[config.mk]
export PLATFORM = sky130hd
export DESIGN_NAME = lpic_top
export DESIGN_NICKNAME = d
export VERILOG_FILES = /design/src/inc/lpic_pkg.sv /design/src/hw/lpic_timebase.sv /design/src/hw/lpic_top.sv
export VERILOG_INCLUDE_DIRS = /design/src /design/src/inc
export SDC_FILE = /design/constraint.sdc
export NUM_CORES = 1
export LEC_CHECK = 0
export BUFFER_PORTS_ARGS = -buffer_cell sky130_fd_sc_hd__buf_2
export CAP_MARGIN = 15
export CORE_ASPECT_RATIO = 1.75
export CORE_UTILIZATION = 59
export DETAILED_ROUTE_END_ITERATION = 10
export PLACE_DENSITY = 0.79
export SYNTH_ARGS = -nofsm -noshare
export SYNTH_HDL_FRONTEND = slang
export SYNTH_SLANG_ARGS = --single-unit
[constraint.sdc]
create_clock -name core_clk_i -period 4.4 [get_ports core_clk_i]
set_input_delay 0.88 -clock core_clk_i [delete_from_list [all_inputs] [get_ports core_clk_i]]
set_output_delay 0.88 -clock core_clk_i [all_outputs]
set_load 0.005 [all_outputs]
[src/inc/lpic_defs.svh]
`ifndef LPIC_DEFS_SVH
`define LPIC_DEFS_SVH

// Register map
`define LPIC_ADDR_MASTER    8'h0E
`define LPIC_ADDR_INT_FIRST 8'h10
`define LPIC_ADDR_INT_LAST  8'h17
`define LPIC_ADDR_INT_BASE  5'h02

// Field positions of the master/global register
`define LPIC_MASTER_MSB     7
`define LPIC_MASTER_LSB     4
`define LPIC_GLOBAL_MSB     3
`define LPIC_GLOBAL_LSB     0

// Reset values
`define LPIC_MASTER_RST     8'h00
`define LPIC_INT_RST        8'h00
`define LPIC_RDATA_RST      8'h00
`define LPIC_UNMAPPED_RD    8'h00

// Codes and counts
`define LPIC_MASTER_OFF     4'h0
`define LPIC_INT_STATIC     4'hF
`define LPIC_SLOT_LAST      4'hE
`define LPIC_CYC_LAST       4'hF
`define LPIC_PORTS          17
`define LPIC_EXTRA_PORT     16
`define LPIC_INT_REGS       8

`endif

[src/inc/lpic_pkg.sv]
`include "lpic_defs.svh"

package lpic_pkg;

  typedef logic [3:0] lpic_nib_t;

  typedef struct packed {
    lpic_nib_t slot;
    lpic_nib_t cyc;
  } lpic_tb_s;

  typedef struct packed {
    logic [7:0]                           master;
    logic [`LPIC_INT_REGS-1:0][7:0]       intens;
    logic [7:0]                           rdata;
    logic [`LPIC_PORTS-1:0]               drv_low;
  } lpic_core_s;

endpackage

[src/hw/lpic_timebase.sv]
`timescale 1ns/1ps
`include "lpic_defs.svh"

module lpic_timebase
  import lpic_pkg::*;
(
  input  wire logic      core_clk_i,  // Step clock
  input  wire logic      rst_i,       // Async reset, active high
  output lpic_nib_t      slot_o,      // Timeslot 0..14
  output lpic_nib_t      cyc_o        // PWM cycle 0..15
);

  lpic_tb_s s;
  lpic_tb_s next_s;

  // 240-step period: 15 timeslots of 16 cycles
  always_comb begin
    next_s = s;
    if (s.cyc == `LPIC_CYC_LAST) begin
      next_s.cyc  = 4'h0;
      next_s.slot = (s.slot == `LPIC_SLOT_LAST) ? 4'h0
                                                : 4'(s.slot + 4'h1);
    end else begin
      next_s.cyc = 4'(s.cyc + 4'h1);
    end
  end

  // Restarts at the first step of a period after reset
  always_ff @(posedge core_clk_i or posedge rst_i) begin
    if (rst_i) begin
      s <= '0;
    end else begin
      s <= next_s;
    end
  end

  assign slot_o = s.slot;
  assign cyc_o  = s.cyc;
endmodule // lpic_timebase

[src/hw/lpic_top.sv]
`timescale 1ns/1ps
`include "lpic_defs.svh"

// Contract
// - A master field of zero makes every output static, set only by its phase bit.
// - With master nonzero and global select clear, each output but the extra port uses its own.
// - An individual intensity of 0xF gives a static output with no PWM.
// - Individual intensities 0x0 to 0xE drive the output with PWM.
// - Master nonzero and global select set: one nibble drives every output.
// - Setting n drives low (n+1)/16 of each enabled timeslot; phase bit 1 swaps low/high.
// - Setting 0xF holds low for phase bit 0 and released for phase bit 1.
// - The period is 240 steps: 15 timeslots of 16 cycles each.
// - The master value enables 1 to 15 timeslots; 16/16 bypasses the gate.
// - The phase 0 bit sets the level taken during the PWM on-time.
// - The extra port's nibble doubles as the global intensity value.
module lpic_top
  import lpic_pkg::*;
(
  input  wire logic                    core_clk_i,   // Oscillator clock
  input  wire logic                    rst_i,        // Async reset, high
  input  wire logic                    reg_wr_i,     // Register write strobe
  input  wire logic                    reg_rd_i,     // Register read strobe
  input  wire logic [7:0]              reg_addr_i,   // Register address
  input  wire logic [7:0]              reg_wdata_i,  // Write data
  input  wire logic                    global_sel_i, // Global intensity on
  input  wire logic [`LPIC_PORTS-1:0]  phase0_i,     // Phase 0 level bits
  output logic [7:0]                   reg_rdata_o,  // Read data
  output logic [`LPIC_PORTS-1:0]       port_o,       // Pin value, always 0
  output logic [`LPIC_PORTS-1:0]       port_oe_o     // High: pull pin low
);

  lpic_core_s s;
  lpic_core_s next_s;
  lpic_nib_t  slot;
  lpic_nib_t  cyc;
  lpic_nib_t  master;
  lpic_nib_t  glob;

  lpic_timebase u_timebase (
    .core_clk_i (core_clk_i),
    .rst_i      (rst_i),
    .slot_o     (slot),
    .cyc_o      (cyc)
  );

  assign master = s.master[`LPIC_MASTER_MSB:`LPIC_MASTER_LSB];
  assign glob   = s.master[`LPIC_GLOBAL_MSB:`LPIC_GLOBAL_LSB];

  // On-time of a PWM output: gated to the first m slots, then n+1 cycles
  function automatic logic pwm_on(input lpic_nib_t m, input lpic_nib_t n,
                                  input lpic_nib_t sl, input lpic_nib_t cy);
    return (sl < m) && (cy <= n);
  endfunction

  function automatic logic intens_addr(input logic [7:0] a);
    return a[7:3] == `LPIC_ADDR_INT_BASE;
  endfunction

  always_comb begin
    lpic_nib_t n;
    logic      active;
    n      = `LPIC_INT_STATIC;
    active = 1'b0;
    next_s = s;
    if (reg_wr_i) begin
      if (reg_addr_i == `LPIC_ADDR_MASTER) begin
        next_s.master = reg_wdata_i;
      end else if (intens_addr(reg_addr_i)) begin
        next_s.intens[reg_addr_i[2:0]] = reg_wdata_i;
      end
    end
    if (reg_rd_i) begin
      if (reg_addr_i == `LPIC_ADDR_MASTER) begin
        next_s.rdata = s.master;
      end else if (intens_addr(reg_addr_i)) begin
        next_s.rdata = s.intens[reg_addr_i[2:0]];
      end else begin
        next_s.rdata = `LPIC_UNMAPPED_RD;
      end
    end
    for (int i = 0; i < `LPIC_PORTS; i++) begin
      // Low nibble drives the even port, high nibble the odd one
      if (i == `LPIC_EXTRA_PORT) begin
        n = glob;
      end else if (global_sel_i) begin
        n = glob;
      end else begin
        n = s.intens[3'(i / 2)][(i % 2) * 4 +: 4];
      end
      if (master == `LPIC_MASTER_OFF) begin
        active = 1'b1;
      end else if (n == `LPIC_INT_STATIC) begin
        active = 1'b1;
      end else begin
        active = pwm_on(master, n, slot, cyc);
      end
      // Phase bit 1 inverts, which swaps low and released times
      next_s.drv_low[i] = active ^ phase0_i[i];
    end
  end

  always_ff @(posedge core_clk_i or posedge rst_i) begin
    if (rst_i) begin
      s.master  <= `LPIC_MASTER_RST;
      s.intens  <= {`LPIC_INT_REGS{`LPIC_INT_RST}};
      s.rdata   <= `LPIC_RDATA_RST;
      s.drv_low <= '0;
    end else begin
      s <= next_s;
    end
  end

  assign reg_rdata_o = s.rdata;
  assign port_oe_o   = s.drv_low;
  // Open drain: the pin is only ever pulled low, never driven high
  assign port_o      = '0;
endmodule // lpic_top

After elaboration in Yosys (flattened, before gate mapping)

Index checks and enable logic that the tools add are counted.

Register bits: 105
Logic and storage cells: 112

$add $sub $neg: 2
Magnitude comparators: 13
Equal/unequal tests: 14
Multiplexer cells: 38
Bitwise gates (word level): 18
Reduce and logical (&&, ||, !) cells: 14

Operator list:

| kind                                                                                 | count |
|---|---|
| 64-bit bitwise mux                                                                   | 1 |
| 4-bit == test (second input constant)                                                | 12 |
| 4-bit 2-to-1 mux                                                                     | 11 |
| 4-bit <= comparator                                                                  | 10 |
| 8-bit 2-to-1 mux                                                                     | 4 |
| 8-bit binary-select mux with 3-bit select                                            | 1 |
| 8-bit demux with 3-bit select                                                        | 1 |
| 1-bit 2-to-1 mux                                                                     | 20 |
| 1-bit XOR                                                                            | 17 |
| 1-bit logical AND                                                                    | 11 |
| 4-bit by 1-bit adder with 4-bit output (second input constant)                       | 2 |
| 8-bit by 4-bit == test with 1-bit output (second input constant)                     | 1 |
| 5-bit by 2-bit == test with 1-bit output (second input constant)                     | 1 |
| 4-bit logical NOT                                                                    | 1 |
| 3-bit by 4-bit < comparator with 1-bit output (second input constant)                | 1 |
| 4-bit < comparator                                                                   | 1 |
| 3-bit by 1-bit greater-or-equal comparator with 1-bit output (second input constant) | 1 |
| 3-bit AND reduction                                                                  | 1 |
| 2-bit AND reduction                                                                  | 1 |
| 1-bit inverter                                                                       | 1 |

Depth between registers and ports, before layout

Depth in word-level cells: 6
Mapped depth: 10
Depth with buffers taken out: 8

Hierarchy

From an unflattened synthesis, not the netlist that was laid out.

Cells, all modules: 556
Area total of the unflattened synthesis: 6188.4 um^2

By module, submodules not included:

| module        | times used | cells each | area an instance (um^2) | sequential area each (um^2) |
|---|---|---|---|---|
| lpic_top      | 1          | 523        | 5833.1                  | 2427.3 |
| lpic_timebase | 1          | 33         | 355.3                   | 200.2 |

Least setup slack after synthesis

No wires, ideal clock.

Path type: input -> register
From: input port global_sel_i
To: register s (netlist bit port_oe_o[0])
Arrival time: 2394 ps
Required time: 4321 ps
Path slack: 1927 ps
Stages: 9
Path buffers: 2
Cells stage by stage: buf_2 > buf_2 > mux2i_1 > ha_1 > nand3_1 > o22ai_1 > o22a_1 > o21ai_0 > xor2_1

RTL lines:

| item                 | line            | text |
|---|---|---|
| from (decl)          | lpic_top.sv:25  | `input wire logic global_sel_i,` |
| to (signal assigned) | lpic_top.sv:109 | `s <= next_s;` |
| to (decl)            | lpic_top.sv:32  | `lpic_core_s s;` |

==> flow_metrics.py <==
metrics = {
    "run_status": {
        "outcome": "finished, final reports clean",
    },
    "worst_setup_path": {
        "r2r_cells": 7,
        "reg2reg_to": "port_oe_o[2]",
        "cp-start-kind": "input port",
        "r2r_slack_ns": 2.31,
        "critPathRequiredTime_ns": 4.67,
        "regToRegStartpoint": "glob[2]",
        "end_kind": "flop",
        "crit_end": "port_oe_o[3]",
        "path_max_fanout": 22,
        "arrival_ns": 2.93,
        "cp-startpoint": "global_sel_i",
        "path_class": "in2reg",
    },
    "timing": {
        "finalWorstPathRequiredPeriod_ns": 2.655,
        "worst_slew_pin_slew_ns": 1.188,
        "fmax_mhz": 376.6,
        "relSlewSlack": 0.2014,
        "setup-tns-final_ns": 0,
        "fin_ws_ns": 1.745,
        "rsz0062_at_grt": "no",
        "skew_ns": 0.007032,
        "hold_ws_ns": 0.4948,
        "setup_viol": 0,
        "min_period_over_period": 0.6034,
        "slew_violations": 0,
        "hold_viol_final": 0,
    },
    "final_layout": {
        "nNetsFinal": 671,
        "nFillCells": 843,
        "drive_above_1_share": 0.2826,
        "n_antenna_cell": 0,
        "syn_to_final_growth_pct": 6.658,
        "final_area_mm2": 0.006795,
    },
    "placed_design": {
        "hpwl_mm": 10.55,
        "place_congestion": 0.8690,
        "io_buffers": 62,
        "dpl_cell_area_mm2": 0.006482,
        "post-place-ws_ns": 1.377,
    },
    "clocking": {
        "cts_tree": "built",
        "clk_path_buf_depth": 2,
        "clock-sinks": 105,
        "htree_levels": 3,
        "post_cts_buffers": 0,
        "clk_pin_slew_ns": 0.06,
        "clk_latency_ns": 0.35,
        "cts_hold_buffers": 0,
        "cts_root_buf": "clkbuf_16",
        "cts_made_buffers": 9,
        "ctsResizeCount": 0,
    },
    "route": {
        "vias": 4349,
        "drtPass1Iterations": 4,
        "wl_mm": 14.10,
        "first_iter_violations": 222,
        "routedWlPerCell_um": 19.44,
        "drc": 0,
        "vias_per_cell": 5.999,
        "ant_nets": 0,
    },
    "yosys": {
        "synth_top_family_by_area": "multiplexers",
        "ys_warn_count": 0,
        "synth_top_cell_by_area": "dfrtp_1",
        "ys_types": 51,
        "ys_ff_latch": 105,
        "mappedNetlistArea_mm2": 0.006371,
        "synth-edff-count": 0,
        "synthArstFlopShare": 1.000,
        "synth-compound-area-share": 0.1017,
        "synthAdderAreaFrac": 0.07855,
        "synth_xor_area_frac": 0.02474,
        "synthCells": 564,
        "synth_area_per_cell_um2": 11.30,
        "synth_area_leaders": "dfrtp_1 41%, mux2_2 11%, ha_1 7.9%, mux2i_1 5.8%, buf_4 5.7%",
        "synth_most_common_cell": "dfrtp_1",
        "yosysSeqAreaShare": 0.4124,
        "muxShareOfSynthArea": 0.2042,
        "synthSimpleGateAreaFrac": 0.09878,
        "synth_top_area_share": 0.4124,
        "synth_common_cells": "105 x dfrtp_1, 62 x mux2_2, 48 x buf_4",
        "synth_ff_type": "dfrtp_1",
    },
    "power": {
        "p_total_mw": 2.255,
        "peakVddDrop_mv": 0.2826,
        "p_per_area_mw_per_mm2": 331.8,
        "leakage_nw": 3.315,
    },
    "global_route": {
        "grt_usage": 0.2699,
        "grt_overflow": 0,
        "antenna_found_initial": 0,
        "grt_pass1_wl_mm": 22.76,
        "grt_pass1_vias": 4702,
        "grt_max_degree": 83,
    },
    "hold_path": {
        "min_path_cells": 1,
        "hold_class": "reg2reg",
    },
    "job": {
        "maxCapViolCount": 0,
    },
    "floorplan": {
        "coreArea_mm2": 0.01036,
        "start_util": 0.6149,
        "die-area_mm2": 0.01123,
        "die_w_um": 80.55,
        "chipHeight_um": 139.5,
        "io_pins": 80,
        "num_rows": 49,
    },
}
==> cells in the final DEF, fill, tap and decap left out, types with 3 or more instances in the layout <==
| master | instances |
|---|---|
| o22a_1 | 3 |
| nand2b_1 | 11 |
| nor2_1 | 21 |
| a22o_1 | 5 |
| mux4_2 | 4 |
| mux2_4 | 8 |
| nand2_1 | 19 |
| o211ai_1 | 6 |
| buf_2 | 62 |
| nand3_1 | 7 |
| a2111oi_0 | 7 |
| clkbuf_16 | 9 |
| nor2b_1 | 18 |
| dfrtp_1 | 105 |
| o21ai_0 | 18 |
| and4_1 | 5 |
| inv_1 | 17 |
| mux2i_1 | 37 |
| xor2_1 | 18 |
| o22ai_1 | 3 |
| ha_1 | 40 |
| a211oi_1 | 5 |
| nor4_1 | 5 |
| conb_1 | 17 |
| a21oi_1 | 46 |
| mux2_2 | 62 |
==> area by class of cell <==
| class | instances | area [µm²] | area share |
|---|---|---|---|
| clock buffers | 11 | 232.7 | 0.03425 |
| clock inverters | 5 | 80.08 | 0.01178 |
| inverters | 18 | 70.07 | 0.01031 |
| multi-input cells | 395 | 3301 | 0.4857 |
| flip-flops and latches | 105 | 2628 | 0.3867 |
| well taps | 127 | 158.9 | 0.02338 |
| repair buffers | 64 | 325.3 | 0.04787 |
==> cells by family (layout without fill, tap and decap cells) <==
group / count (synthesis) / count (layout)
AND/OR/NAND/NOR: 105 / 105
flip-flops: 105 / 105
XOR/XNOR: 18 / 18
adder cells (fa/ha/maj): 40 / 40
buffers and inverters: 80 / 98
other: 1 / 17
multiplexers: 113 / 113
AO/OA/AOI/OAI: 102 / 102
==> routing by layer <==
layer	wire (µm)	global-route usage
met4	750	0.1729
met2	7681	0.4795
met5	0	0
met1	5194	0.2854
met3	468	0.04328
==> power by group <==
part | total [mW] | internal [mW] | switching (mW)
logic | 0.324 | 0.145 | 0.179
clock network | 0.856 | 0.498 | 0.358
registers | 1.07 | 1.04 | 0.0396
==> flip-flops by register name, indices dropped and copies added (netlist names) <==
name / cells
glob: 4
s: 64
reg_rdata_o: 8
u_timebase.slot_o: 4
master: 4
port_oe_o: 17
u_timebase.cyc_o: 4
==> metrics by stage <==
stage               utilization  instances
floorplan                     -        580
global route             0.6558        725
finish                   0.6558        725
CTS                      0.6558        725
global placement         0.6256        709
detailed placement       0.6256        709
==> how the worst min path moves through the flow <==
stage | from | to | slack [ns]
2_1_floorplan | s[73] | s[73] | 0.47
3_3_place_gp | s[76] | s[76] | 0.48
3_5_place_dp | s[76] | s[76] | 0.48
4_1_cts | s[76] | s[76] | 0.50
5_1_grt | s[80] | s[80] | 0.51
6_report | s[73] | s[73] | 0.49
==> worst max-delay path, cell delays in order <==
cell and delay [ns]:
buf_2 0.42, buf_4 0.30, mux2i_1 0.28, ha_1 0.28, nor2b_1 0.14, o211ai_1 0.16, a21oi_1 0.08, o21ai_0 0.20
xor2_1 0.17
(Power assumes the default switching activity.)
